`config.mk`:
```
export PLATFORM = sky130hd
export DESIGN_NAME = pfp_ctrl_flat
export DESIGN_NICKNAME = d
export VERILOG_FILES = /design/src/design/pfp_pkg.sv /design/src/design/pfp_link_if.sv /design/src/design/pfp_ctrl.sv /design/src/flat_wrapper.sv
export SDC_FILE = /design/constraint.sdc
export NUM_CORES = 1
export LEC_CHECK = 0
export BUFFER_PORTS_ARGS = -buffer_cell sky130_fd_sc_hd__buf_2
export CORE_UTILIZATION = 45
export DETAILED_ROUTE_END_ITERATION = 7
export PLACE_DENSITY = 0.67
export SLEW_MARGIN = 10
export SYNTH_ARGS = -nofsm -noshare
export SYNTH_HDL_FRONTEND = slang
export SYNTH_SLANG_ARGS = --single-unit
```
`constraint.sdc`:
```
create_clock -name aclk -period 14.61 [get_ports aclk]
set_input_delay 1.461 -clock aclk [delete_from_list [all_inputs] [get_ports aclk]]
set_output_delay 1.461 -clock aclk [all_outputs]
set_load 0.05 [all_outputs]
```
`src/design/pfp_pkg.sv`:
```
`default_nettype none
package pfp_pkg;
  // Fault register bit positions, one active-high bit per source.
  localparam int BIT_IN_UV   = 0;
  localparam int BIT_OUT_LOW = 1;
  localparam int BIT_OUT_HI  = 2;
  localparam int BIT_TEMP    = 3;
  localparam int FAULT_W     = 4;
  localparam logic [3:0] FAULT_RST = 4'h0;
  // Threshold codes: output offsets 0..225 mV in 7.5 mV steps, in tenths of mV.
  localparam int OV_STEP_TMV = 75;
  localparam int OV_MAX_TMV  = 2320;
  localparam int OV_CODE_MAX = OV_MAX_TMV / OV_STEP_TMV;
  localparam int OV_CODE_W   = 5;
  // Temperature trip 85..145 C in 10 C steps, 10 C hysteresis.
  localparam int TEMP_BASE_C = 85;
  localparam int TEMP_STEP_C = 10;
  localparam int TEMP_CODE_W = 3;
  localparam int TEMP_CODE_MAX = (145 - TEMP_BASE_C) / TEMP_STEP_C;
  localparam int TEMP_HYST_C = 10;
  // Input supply thresholds in 0.1 V units.
  localparam int VIN_RISE_DV = 91;
  localparam int VIN_FALL_DV = 76;
  localparam int PEAK_LEVELS = 4;
  localparam int PEAK_CODE_W = 2;
  // Controller registers (AXI4-Lite byte offsets).
  localparam logic [7:0] REG_CTRL   = 8'h00; // [0] enable, [1] stored and read back only, drives nothing
  localparam logic [7:0] REG_DUTY   = 8'h04; // [6:0] maximum duty percent
  localparam logic [7:0] REG_STATUS = 8'h08; // sticky, write one to clear
  localparam logic [7:0] REG_MASK   = 8'h0c;
  localparam logic [7:0] REG_STATE  = 8'h10; // [0] shut down, [1] latched hard
  localparam logic [7:0] REG_LEVEL  = 8'h14; // last polled fault word
  localparam logic [7:0] REG_OCLIM  = 8'h18; // overload limit on summed current
  localparam logic [7:0] REG_PERIOD = 8'h1c; // switching period in clocks
  localparam logic [6:0] DUTY_RST   = 7'h50;
  localparam logic [15:0] PERIOD_RST = 16'h0028;
  localparam int OVL_CYCLES = 64;
  // Status bits: four fault sources and overload.
  localparam int ST_W = 5;
  localparam int ST_OVL = 4;
endpackage : pfp_pkg
`default_nettype wire

```
`src/design/pfp_link_if.sv`:
```
`timescale 1ns/1ns
`default_nettype none
// Side bus between controller and power stage, plus the drive lines.
interface pfp_link_if;
  logic                         poll_req;    // Controller asks for the fault word.
  logic                         poll_ack;    // Stage answers, word valid.
  logic [pfp_pkg::FAULT_W-1:0]  fault_word;  // Polled fault register.
  logic                         high_drive;  // Upper switch pulse.
  logic                         low_side_drive; // Lower switch drive.
  logic                         cycle_start; // Start of switching period.
  logic [7:0]                   phase_avg;   // Average phase current.
  modport stage (input poll_req, high_drive, low_side_drive, cycle_start,
                 output poll_ack, fault_word, phase_avg);
  modport ctrl (output poll_req, high_drive, low_side_drive, cycle_start,
                input poll_ack, fault_word, phase_avg);
endinterface : pfp_link_if
`default_nettype wire

```
`src/design/pfp_ctrl.sv`:
```
// Our own choices: the AXI4-Lite register port and the register addresses.
`timescale 1ns/1ns
`default_nettype none
module pfp_ctrl (
  input  wire logic        aclk,    // Clock.
  input  wire logic        aresetn, // Synchronous reset, low active.
  input  wire logic        ce,      // Clock enable.
  pfp_link_if.ctrl         link,    // Link to power stage.
  input  wire logic        out_en_pin, // Output enable line from outside.
  input  wire logic [31:0] s_axi_awaddr,  // Write address.
  input  wire logic        s_axi_awvalid, // Write address valid.
  output logic             s_axi_awready, // Write address ready.
  input  wire logic [31:0] s_axi_wdata,   // Write data.
  input  wire logic [3:0]  s_axi_wstrb,   // Write strobes.
  input  wire logic        s_axi_wvalid,  // Write data valid.
  output logic             s_axi_wready,  // Write data ready.
  output logic [1:0]       s_axi_bresp,   // Write response.
  output logic             s_axi_bvalid,  // Write response valid.
  input  wire logic        s_axi_bready,  // Write response ready.
  input  wire logic [31:0] s_axi_araddr,  // Read address.
  input  wire logic        s_axi_arvalid, // Read address valid.
  output logic             s_axi_arready, // Read address ready.
  output logic [31:0]      s_axi_rdata,   // Read data.
  output logic [1:0]       s_axi_rresp,   // Read response.
  output logic             s_axi_rvalid,  // Read data valid.
  input  wire logic        s_axi_rready,  // Read data ready.
  output logic             irq            // Level interrupt.
);
  typedef enum {PFP_RUN, PFP_SOFT, PFP_HARD} pfp_state_t;
  pfp_state_t state;

  logic [1:0]  ctrl;
  logic [6:0]  duty;
  logic [15:0] period, ocl;
  logic [pfp_pkg::ST_W-1:0] status, mask, ev;
  logic [pfp_pkg::FAULT_W-1:0] level;
  logic [15:0] pcnt, on_lim;
  logic [6:0]  ovl_cnt;
  logic        aw_hold, w_hold, poll_busy;
  logic [7:0]  aw_off;
  logic [31:0] w_data;
  logic [3:0]  w_strb;
  logic [2:0]  en_sync;
  logic        en_prev;
  logic        en_toggle, wr_go, hard_ev, soft_ev, shut;
  logic        duty_cut, cut_now;

  // Output enable pin passes three flops; a change counts when the last two agree.
  always_ff @(posedge aclk) begin
    if (!aresetn) begin
      en_sync <= 3'h0;
      en_prev <= 1'b0;
    end else if (ce) begin
      en_sync <= {en_sync[1:0], out_en_pin};
      if (en_sync[2] == en_sync[1]) en_prev <= en_sync[2];
    end
  end
  assign en_toggle = (en_sync[2] == en_sync[1]) && (en_sync[2] != en_prev);

  // Poll continuously: a new request two cycles after the last answer lands, one idle cycle between.
  always_ff @(posedge aclk) begin
    if (!aresetn) begin
      link.poll_req <= 1'b0;
      poll_busy     <= 1'b0;
      level         <= pfp_pkg::FAULT_RST;
    end else if (ce) begin
      link.poll_req <= !poll_busy;
      poll_busy     <= poll_busy ? !link.poll_ack : 1'b1;
      if (link.poll_ack) level <= link.fault_word;
    end
  end

  // Overload counts cycles of summed current above the limit.
  always_ff @(posedge aclk) begin
    if (!aresetn) begin
      ovl_cnt <= 7'h00;
    end else if (ce) begin
      if ({8'h00, link.phase_avg} > ocl) begin
        if (ovl_cnt != 7'(pfp_pkg::OVL_CYCLES)) ovl_cnt <= ovl_cnt + 7'h01;
      end else begin
        ovl_cnt <= 7'h00;
      end
    end
  end

  assign hard_ev = link.poll_ack && (link.fault_word[pfp_pkg::BIT_OUT_HI] ||
                   link.fault_word[pfp_pkg::BIT_OUT_LOW] ||
                   link.fault_word[pfp_pkg::BIT_TEMP])
                   || (ovl_cnt == 7'(pfp_pkg::OVL_CYCLES));
  assign soft_ev = link.poll_ack && link.fault_word[pfp_pkg::BIT_IN_UV];

  // Shutdown state: hard faults only leave through reset, which stands for power cycling.
  always_ff @(posedge aclk) begin
    if (!aresetn) begin
      state <= PFP_RUN;
    end else if (ce) begin
      case (state)
        PFP_RUN: begin
          if (hard_ev) state <= PFP_HARD;
          else if (soft_ev) state <= PFP_SOFT;
        end
        PFP_SOFT: begin
          if (hard_ev) state <= PFP_HARD;
          else if (en_toggle) state <= PFP_RUN;
        end
        PFP_HARD: state <= PFP_HARD;
        default:  state <= PFP_HARD;
      endcase
    end
  end
  assign shut = (state != PFP_RUN) || !ctrl[0];

  // Switching period and duty limit; drives forced low in reset or shutdown.
  assign on_lim = 16'((32'(period) * 32'(duty)) / 32'd100);
  // Once cut, the upper switch stays off for the period, even if the limit is raised.
  assign cut_now = duty_cut && (pcnt != 16'h0000);
  always_ff @(posedge aclk) begin
    if (!aresetn) begin
      pcnt             <= 16'h0000;
      duty_cut         <= 1'b0;
      link.cycle_start <= 1'b0;
      link.high_drive  <= 1'b0;
      link.low_side_drive <= 1'b0;
    end else if (ce) begin
      link.cycle_start <= (pcnt == 16'h0000);
      pcnt <= (pcnt + 16'h0001 >= period) ? 16'h0000 : pcnt + 16'h0001;
      duty_cut         <= cut_now || (pcnt >= on_lim);
      link.high_drive  <= !shut && !cut_now && (pcnt < on_lim);
      link.low_side_drive <= !shut && (cut_now || (pcnt >= on_lim));
    end
  end

  // Events for the sticky status register.
  always_comb begin
    ev = '0;
    ev[pfp_pkg::FAULT_W-1:0] = link.poll_ack ? link.fault_word : '0;
    ev[pfp_pkg::ST_OVL] = (ovl_cnt == 7'(pfp_pkg::OVL_CYCLES));
  end

  // AXI write: address and data taken in either order, response after both.
  assign s_axi_awready = !aw_hold && !s_axi_bvalid;
  assign s_axi_wready  = !w_hold && !s_axi_bvalid;
  assign wr_go = aw_hold && w_hold && !s_axi_bvalid;
  assign s_axi_bresp = 2'h0;
  always_ff @(posedge aclk) begin
    if (!aresetn) begin
      aw_hold <= 1'b0;
      w_hold  <= 1'b0;
      aw_off  <= 8'h00;
      w_data  <= 32'h0;
      w_strb  <= 4'h0;
      s_axi_bvalid <= 1'b0;
    end else if (ce) begin
      if (s_axi_awvalid && s_axi_awready) begin
        aw_hold <= 1'b1;
        aw_off  <= s_axi_awaddr[7:0];
      end
      if (s_axi_wvalid && s_axi_wready) begin
        w_hold <= 1'b1;
        w_data <= s_axi_wdata;
        w_strb <= s_axi_wstrb;
      end
      if (wr_go) begin
        aw_hold <= 1'b0;
        w_hold  <= 1'b0;
        s_axi_bvalid <= 1'b1;
      end else if (s_axi_bready) begin
        s_axi_bvalid <= 1'b0;
      end
    end
  end

  // Register writes; status set wins over a write-one clear.
  always_ff @(posedge aclk) begin
    if (!aresetn) begin
      ctrl   <= 2'h1;
      duty   <= pfp_pkg::DUTY_RST;
      period <= pfp_pkg::PERIOD_RST;
      ocl    <= 16'h00ff;
      mask   <= '0;
      status <= '0;
    end else if (ce) begin
      status <= status | ev;
      if (wr_go && w_strb[0]) begin
        case (aw_off)
          pfp_pkg::REG_CTRL:   ctrl <= w_data[1:0];
          pfp_pkg::REG_DUTY:   duty <= w_data[6:0];
          pfp_pkg::REG_MASK:   mask <= w_data[pfp_pkg::ST_W-1:0];
          pfp_pkg::REG_STATUS: status <= (status & ~w_data[pfp_pkg::ST_W-1:0]) | ev;
          pfp_pkg::REG_OCLIM:  ocl[7:0] <= w_data[7:0];
          pfp_pkg::REG_PERIOD: period[7:0] <= w_data[7:0];
          default: ;
        endcase
      end
      if (wr_go && w_strb[1]) begin
        if (aw_off == pfp_pkg::REG_OCLIM) ocl[15:8] <= w_data[15:8];
        if (aw_off == pfp_pkg::REG_PERIOD) period[15:8] <= w_data[15:8];
      end
    end
  end
  assign irq = |(status & mask);

  // AXI read: one-cycle answer, held until rready.
  assign s_axi_arready = !s_axi_rvalid;
  assign s_axi_rresp = 2'h0;
  always_ff @(posedge aclk) begin
    if (!aresetn) begin
      s_axi_rvalid <= 1'b0;
      s_axi_rdata  <= 32'h0;
    end else if (ce) begin
      if (s_axi_arvalid && s_axi_arready) begin
        s_axi_rvalid <= 1'b1;
        case (s_axi_araddr[7:0])
          pfp_pkg::REG_CTRL:   s_axi_rdata <= {30'h0, ctrl};
          pfp_pkg::REG_DUTY:   s_axi_rdata <= {25'h0, duty};
          pfp_pkg::REG_STATUS: s_axi_rdata <= {27'h0, status};
          pfp_pkg::REG_MASK:   s_axi_rdata <= {27'h0, mask};
          pfp_pkg::REG_STATE:  s_axi_rdata <= {30'h0, state == PFP_HARD, state != PFP_RUN};
          pfp_pkg::REG_LEVEL:  s_axi_rdata <= {28'h0, level};
          pfp_pkg::REG_OCLIM:  s_axi_rdata <= {16'h0, ocl};
          pfp_pkg::REG_PERIOD: s_axi_rdata <= {16'h0, period};
          default:             s_axi_rdata <= 32'h0;
        endcase
      end else if (s_axi_rready) begin
        s_axi_rvalid <= 1'b0;
      end
    end
  end
endmodule : pfp_ctrl
`default_nettype wire

```
`src/flat_wrapper.sv`:
```
// flat-port wrapper written by rule: the top's interface ports become plain ports
module pfp_ctrl_flat 
  (aclk, aresetn, ce, out_en_pin, s_axi_awaddr, s_axi_awvalid, s_axi_awready, s_axi_wdata, s_axi_wstrb, s_axi_wvalid, s_axi_wready, s_axi_bresp, s_axi_bvalid, s_axi_bready, s_axi_araddr, s_axi_arvalid, s_axi_arready, s_axi_rdata, s_axi_rresp, s_axi_rvalid, s_axi_rready, irq, link_poll_req, link_high_drive, link_low_side_drive, link_cycle_start, link_poll_ack, link_fault_word, link_phase_avg);
  pfp_link_if link_i ();
  input  wire logic aclk;
  input  wire logic aresetn;
  input  wire logic ce;
  input  wire logic out_en_pin;
  input  wire logic [31:0] s_axi_awaddr;
  input  wire logic s_axi_awvalid;
  output logic s_axi_awready;
  input  wire logic [31:0] s_axi_wdata;
  input  wire logic [3:0] s_axi_wstrb;
  input  wire logic s_axi_wvalid;
  output logic s_axi_wready;
  output logic [1:0] s_axi_bresp;
  output logic s_axi_bvalid;
  input  wire logic s_axi_bready;
  input  wire logic [31:0] s_axi_araddr;
  input  wire logic s_axi_arvalid;
  output logic s_axi_arready;
  output logic [31:0] s_axi_rdata;
  output logic [1:0] s_axi_rresp;
  output logic s_axi_rvalid;
  input  wire logic s_axi_rready;
  output logic irq;
  output wire logic [$bits(link_i.poll_req)-1:0] link_poll_req;
  output wire logic [$bits(link_i.high_drive)-1:0] link_high_drive;
  output wire logic [$bits(link_i.low_side_drive)-1:0] link_low_side_drive;
  output wire logic [$bits(link_i.cycle_start)-1:0] link_cycle_start;
  input wire logic [$bits(link_i.poll_ack)-1:0] link_poll_ack;
  input wire logic [$bits(link_i.fault_word)-1:0] link_fault_word;
  input wire logic [$bits(link_i.phase_avg)-1:0] link_phase_avg;
  assign link_poll_req = link_i.poll_req;
  assign link_high_drive = link_i.high_drive;
  assign link_low_side_drive = link_i.low_side_drive;
  assign link_cycle_start = link_i.cycle_start;
  assign link_i.poll_ack = link_poll_ack;
  assign link_i.fault_word = link_fault_word;
  assign link_i.phase_avg = link_phase_avg;
  pfp_ctrl u_core (.aclk(aclk), .aresetn(aresetn), .ce(ce), .link(link_i), .out_en_pin(out_en_pin), .s_axi_awaddr(s_axi_awaddr), .s_axi_awvalid(s_axi_awvalid), .s_axi_awready(s_axi_awready), .s_axi_wdata(s_axi_wdata), .s_axi_wstrb(s_axi_wstrb), .s_axi_wvalid(s_axi_wvalid), .s_axi_wready(s_axi_wready), .s_axi_bresp(s_axi_bresp), .s_axi_bvalid(s_axi_bvalid), .s_axi_bready(s_axi_bready), .s_axi_araddr(s_axi_araddr), .s_axi_arvalid(s_axi_arvalid), .s_axi_arready(s_axi_arready), .s_axi_rdata(s_axi_rdata), .s_axi_rresp(s_axi_rresp), .s_axi_rvalid(s_axi_rvalid), .s_axi_rready(s_axi_rready), .irq(irq));
endmodule
```
* Word level (Yosys, flattened, before mapping)
Index checks and enable logic that the tools add are counted.
** Word-level totals
- Input port bits :: 122
- Bits in registers :: 182
- Output and inout bits :: 46
- Word-level logic and storage cells :: 142
** Cells by class
- Reduce and logical (&&, ||, !) cells :: 59
- Add/subtract/negate cells :: 2
- Bitwise gates (word level) :: 5
- Divide/modulo/power cells :: 1
- Multiplexer cells :: 21
- Equality and inequality tests :: 21
- $lt $le $gt $ge :: 4
- $mul :: 1
** Operator list (number)
- 32-bit 2-to-1 mux :: 4
- 16-bit case mux with 8 select lines :: 1
- 32-bit case mux with 2 select lines :: 1
- 8-bit by 5-bit equality test with 1-bit output (second input constant) :: 6
- 23-bit by 7-bit divider with 32-bit output (second input constant) :: 1
- 32-bit by 1-bit equality test with 1-bit output (second input constant) :: 1
- 32-bit by 3-bit equality test with 1-bit output (second input constant) :: 1
- 8-bit by 4-bit equality test with 1-bit output (second input constant) :: 4
- 16-bit greater-or-equal comparator :: 2
- 32-bit logical NOT :: 1
- 32-bit nonzero test :: 1
- 3-bit AND reduction :: 8
- 16-bit by 7-bit multiplier with 23-bit output :: 1
- 2-bit AND reduction :: 10
- 16-bit by 1-bit adder with 16-bit output (second input constant) :: 1
- 8-bit by 3-bit equality test with 1-bit output (second input constant) :: 2
- 8-bit by 16-bit > comparator with 1-bit output :: 1
- 1-bit logical AND :: 16
- 16-bit logical NOT :: 1
- 8-bit logical NOT :: 2
- 16-bit less-than comparator :: 1
- 16-bit 2-to-1 mux :: 1
- 16-bit nonzero test :: 1
- 7-bit 2-to-1 mux :: 2
- other kinds (17) :: 44

* Depth between registers and ports, before layout
- Depth after elaboration :: 6
- Mapped depth :: 74
- Mapped depth without buffers :: 66

* Least setup slack after synthesis
OpenSTA, ideal clock, no wires.
- Path kind :: register to register
- From :: register u_core.duty[5]
- To :: register u_core.link.low_side_drive
- Buffers on the path :: 6
- Period minus slack after synthesis :: 14.667 ns
- Data required time :: 14.487 ns
- Arrival time :: 14.544 ns
- Cell stages (with the launch flop) :: 69
- Slack :: -0.057 ns
- Library setup time :: 0.123 ns
- Cells stage by stage :: dfxtp_1 > clkbuf_1 > and2_1 > fa_1 > fa_1 > fa_1 > inv_1 > fa_1 > inv_1 > ha_1 > buf_4 > a21o_1 > a211o_1 > a21o_1 > or2_4 > xor2_1 > a31oi_1 > or3_1 > [33 not listed] > xor2_2 > a31oi_1 > ha_1 > nor2b_1 > o21ai_0 > nand2b_1 > a21oi_1 > nor2b_1 > o21ai_0 > nand2b_1 > a21oi_1 > nor2b_1 > o21ai_0 > a21oi_1 > nor2_1 > nand2_1 > nand4_1 > a21boi_0
** Between the ends
- Word-level cells in the longest chain between the ends :: 5
** Ends and longest elaborated chain
- start, declared :: RTL line pfp_ctrl.sv:33 : logic [6:0] duty;
- start signal, assigned :: RTL line pfp_ctrl.sv:177 : duty <= pfp_pkg::DUTY_RST;
- start signal, assigned :: RTL line pfp_ctrl.sv:187 : pfp_pkg::REG_DUTY: duty <= w_data[6:0];
- 16-bit by 7-bit multiplier with 23-bit output :: RTL line pfp_ctrl.sv:114 : assign on_lim = 16'((32'(period) * 32'(duty)) / 32'd100);
- 23-bit by 7-bit divider with 32-bit output :: RTL line pfp_ctrl.sv:114
- 16-bit greater-or-equal comparator :: RTL line pfp_ctrl.sv:129 : link.low_side_drive <= !shut && (cut_now || (pcnt >= on_lim));
- 1-bit logical OR :: RTL line pfp_ctrl.sv:129
- 1-bit logical AND :: RTL line pfp_ctrl.sv:129
- end signal, assigned :: RTL line pfp_ctrl.sv:129
- end, declared :: RTL line pfp_link_if.sv:14 : modport ctrl (output poll_req, high_drive, low_side_drive, cycle_start,
No other way between the ends.
A chain may end at the register's enable or synchronous reset.

* Worst setup path after layout
- From :: register u_core.duty[4]
- To :: register u_core.link.low_side_drive
Same word-level chain as after synthesis.

==> results by group <==
Run status
  – Status: finished with violations
  – Violated checks: negative setup slack

Timing
  – Relative slew slack: 11.52%
  – Final setup margin: -0.2545 ns
  – Min Tclk post-route: 14.86 ns
  – Slew Limit Fails: 0
  – Worst hold slack: 0.4659 ns
  – Clock skew: 0.009024 ns
  – Final Hold Viols: 0
  – Tcrit/Tclk final: 101.7%
  – Slew at the pin with the worst max-slew slack: 1.318 ns
  – RSZ-0062 raised after global routing: yes
  – Final setup fails: 3
  – Maximum clock rate: 0.06727 GHz

Place
  – Cell count after placement: 2469
  – Gpl congestion: 0.8829
  – IO Port Bufs: 81
  – Dpl ws: -0.7092 ns
  – Dpl hpwl: 30.39 mm

Pwr
  – Power Total: 0.0009123 W
  – Worst ir drop on vdd: 0.07699 mV
  – PD cells: 46.82 mW/mm²
  – LEAKAGE: 8.713 nW

Critical path
  – Critical Path AT: 15.17 ns
  – CP Buf/Inv Count: 16
  – CP max stage delay: 0.55 ns
  – Crit path required time: 14.92 ns
  – Critical Path End Type: register
  – Crit start category: register
  – Crit path max-delay family: compound AO/OA/AOI/OAI gates
  – Worst Setup Path Type: reg -> reg
  – CP dominant cell by count: buf_4
  – CP Max Fanout: 7
  – Crit-path slowest cell: fa_1

Layout
  – Nets: 2433
  – Share of layout cells above drive strength 1: 32.96%
  – Seq. cell area: 0.002753 mm²
  – Final std cells w/o fill: 2571
  – Area Growth Syn to Fin: 33.63%
  – Antenna Diode Count: 0
  – Area taken by multi-input logic gates: 0.01204 mm²
  – Fillers: 2618

Synthesis
  – Post-synthesis mux area share: 4.728%
  – XOR/XNOR share of the synthesized area: 4.677%
  – Largest family of logic cells by synthesized area: simple AND/OR/NAND/NOR gates
  – Netlist cell types: 125
  – Synth area leaders: dfxtp_1 (19%), fa_1 (9.5%), ha_1 (7.3%)
  – Adder-cell share of the synthesized area: 17.20%
  – Largest area contributor in the netlist: dfxtp_1
  – Post-synth ARST share: 0%
  – Simple-gate share of the synthesized area: 24.04%
  – Most used flip-flop cell after synthesis: dfxtp_1
  – Cells after Synth: 1795
  – Mapped Avg Cell Area: 8.123 µm²
  – Synth Register Bits: 136
  – Area fraction in compound gates after synthesis: 23.91%
  – EDFF count, synth: 0
  – Post-synthesis cell area: 0.01458 mm²
  – Syn. warnings: 0
  – Register area share after synthesis: 18.67%
  – Yosys top cell area share: 18.67%

Detailed routing
  – Iter 0 DRT Violations: 937
  – Residual DRC: 0
  – Total number of vias: 14490
  – Routed len/inst: 16.32 µm
  – Final WL: 41.96 mm
  – Vias per cell: 5.636
  – ANT nets after route: 0
  – Router iterations before antenna repair: 5

CTS
  – CTS root buffer: clkbuf_16
  – Worst skew pair latency: 0.42 ns
  – Num CTS Buffers: 17
  – Clk pin slew, worst setup/hold paths: 0.06 ns
  – Max clock buf depth: 2
  – CTS tree: done
  – Clock sink count: 136
  – CTS HTree Levels: 4

Floorplan
  – # rows: 65
  – Io pins: 168
  – Core Footprint: 0.03172 mm²
  – Die Width: 182.0 µm
  – Die Y: 182.0 µm
  – Die ar.: 0.03313 mm²
  – Initial Util: 45.97%

Global routing
  – Aggregate global routing overflow: 0
  – Vias in the first global route: 14310
  – Initial antenna violation count: 0
  – Largest net degree at the start of global routing: 132
  – Overall global routing resource usage: 24.39%
  – First-pass GRT wire length: 67.55 mm

Min path
  – Worst hold path class: reg -> reg

Flow run
  – Max_cap viols: 0
path summary, 6_finish.rpt:
kind	start	end	slack [ns]	cells after the start
max reg2reg	u_core.duty[4]	u_core.link.low_side_drive	-0.25	75
min reg2reg	u_core.link.high_drive	u_core.link.high_drive	0.47	2
max	u_core.duty[4]	u_core.link.low_side_drive	-0.25	75
min	u_core.link.high_drive	u_core.link.high_drive	0.47	2
flip-flops by register name, summed over array words and instances, names as in the netlist, 2 cells and up:
register,cells
u_core.status,5
u_core.mask,5
u_core.level,4
u_core.state,2
u_core.ctrl,2
u_core.ocl,16
u_core.duty,7
u_core.aw_off,8
u_core.pcnt,16
u_core.s_axi_rdata,16
u_core.en_sync,3
u_core.period,16
u_core.w_data,16
u_core.w_strb,2
u_core.ovl_cnt,7
per-stage QoR:
step                cell area [µm²]  util (%)  TNS, ns
CTS                           18630     58.73        0
detailed placement            17180     54.18   -1.987
global route                  19480     61.43   -2.633
finish                        19480     61.43  -0.7501
global placement              17180     54.18   -1.691
floorplan                     14660         -        0
worst register-to-register path, delay by kind of cell (launching register included):
kind / cells / cell delay, ns
AOI/OAI and AO/OA: 32 / 6.29
adders and majority gates: 7 / 2.85
and+or+nand+nor: 18 / 2.82
buffers and inverters: 16 / 2.04
DFF: 1 / 0.37
muxes: 1 / 0.22
xor gates and xnor gates: 1 / 0.15
where the power goes:
group          switching (W)  total (W)  internal, W
Sequential        0.00000953   0.000389     0.000380
Clock               0.000175   0.000437     0.000263
Combinational      0.0000586  0.0000858    0.0000272
Total               0.000243   0.000912     0.000669
timing repair:
| item | in CTS | in global routing |
|---|---|---|
| hold buffers | 0 | 0 |
| pin swaps | 68 | 103 |
| cloned | 0 | 1 |
| hold endpoints to repair | 0 | 0 |
| setup endpoints to repair | 3 | 3 |
| gates resized for setup | 140 | 127 |
| buffers inserted | 37 | 36 |
synthesized netlist by cell type, drive strengths merged (7+ instances only):
master,instances
o211ai,36
or2,12
o21ai,80
o21a,10
nand2,214
nand3,32
nor3b,16
inv,120
a21o,22
mux2i,56
o31ai,7
a2111oi,8
a32oi,10
nor3,28
and3,24
a211oi,14
or3,8
nor4,17
xor2,29
o22ai,10
nor2b,76
buf,41
nand2b,19
o221ai,7
nand4,19
mux2,10
xnor2,42
nor2,111
and2,92
a22oi,9
a31oi,16
fa,69
a2bb2oi,7
a21oi,78
a221oi,14
dfxtp,136
clkbuf,69
a21boi,36
ha,85
o211a,10
final cells by class:
cell class / count / area share, %
Clock inverter: 12 / 0.7320
Multi-Input combinational cell: 1449 / 61.81
Tap cell: 402 / 2.581
Clock buffer: 19 / 2.325
Sequential cell: 136 / 14.13
Timing Repair Buffer: 433 / 16.11
Inverter: 120 / 2.312
metal layers:
metal | vias to the layer above | track usage (%) | share of wire (%)
li1 | 7062 | - | -
met1 | 6985 | 29.91 | 44
met2 | 365 | 44.25 | 50
met3 | 78 | 2.788 | 3.7
met4 | 0 | 7.731 | 2.5
met5 | - | 0 | 0
layout by cell type, fill, tap and decap left out, types with 28 or more instances in the layout:
| cell type | Yosys | final |
|---|---|---|
| xnor2_1 | 39 | 34 |
| dfxtp_1 | 136 | 124 |
| ha_1 | 85 | 76 |
| buf_4 | 26 | 329 |
| mux2i_1 | 55 | 48 |
| inv_1 | 118 | 115 |
| fa_1 | 69 | 68 |
| o211ai_1 | 28 | 28 |
| buf_2 | 11 | 81 |
| nand2_1 | 213 | 207 |
| nor2b_1 | 76 | 74 |
| and2_1 | 91 | 84 |
| nand3_1 | 32 | 31 |
| a21oi_1 | 76 | 59 |
| a21boi_0 | 35 | 32 |
| nor2_1 | 108 | 98 |
| o21ai_0 | 68 | 57 |
kinds of logic after synthesis:
group	Yosys count
XOR/XNOR	71
flip-flops	136
buffers and inverters	230
AO/OA/AOI/OAI	445
other	1
multiplexers	66
AND/OR/NAND/NOR	686
adder cells (fa/ha/maj)	160
Power figures use the tool's default switching activity.
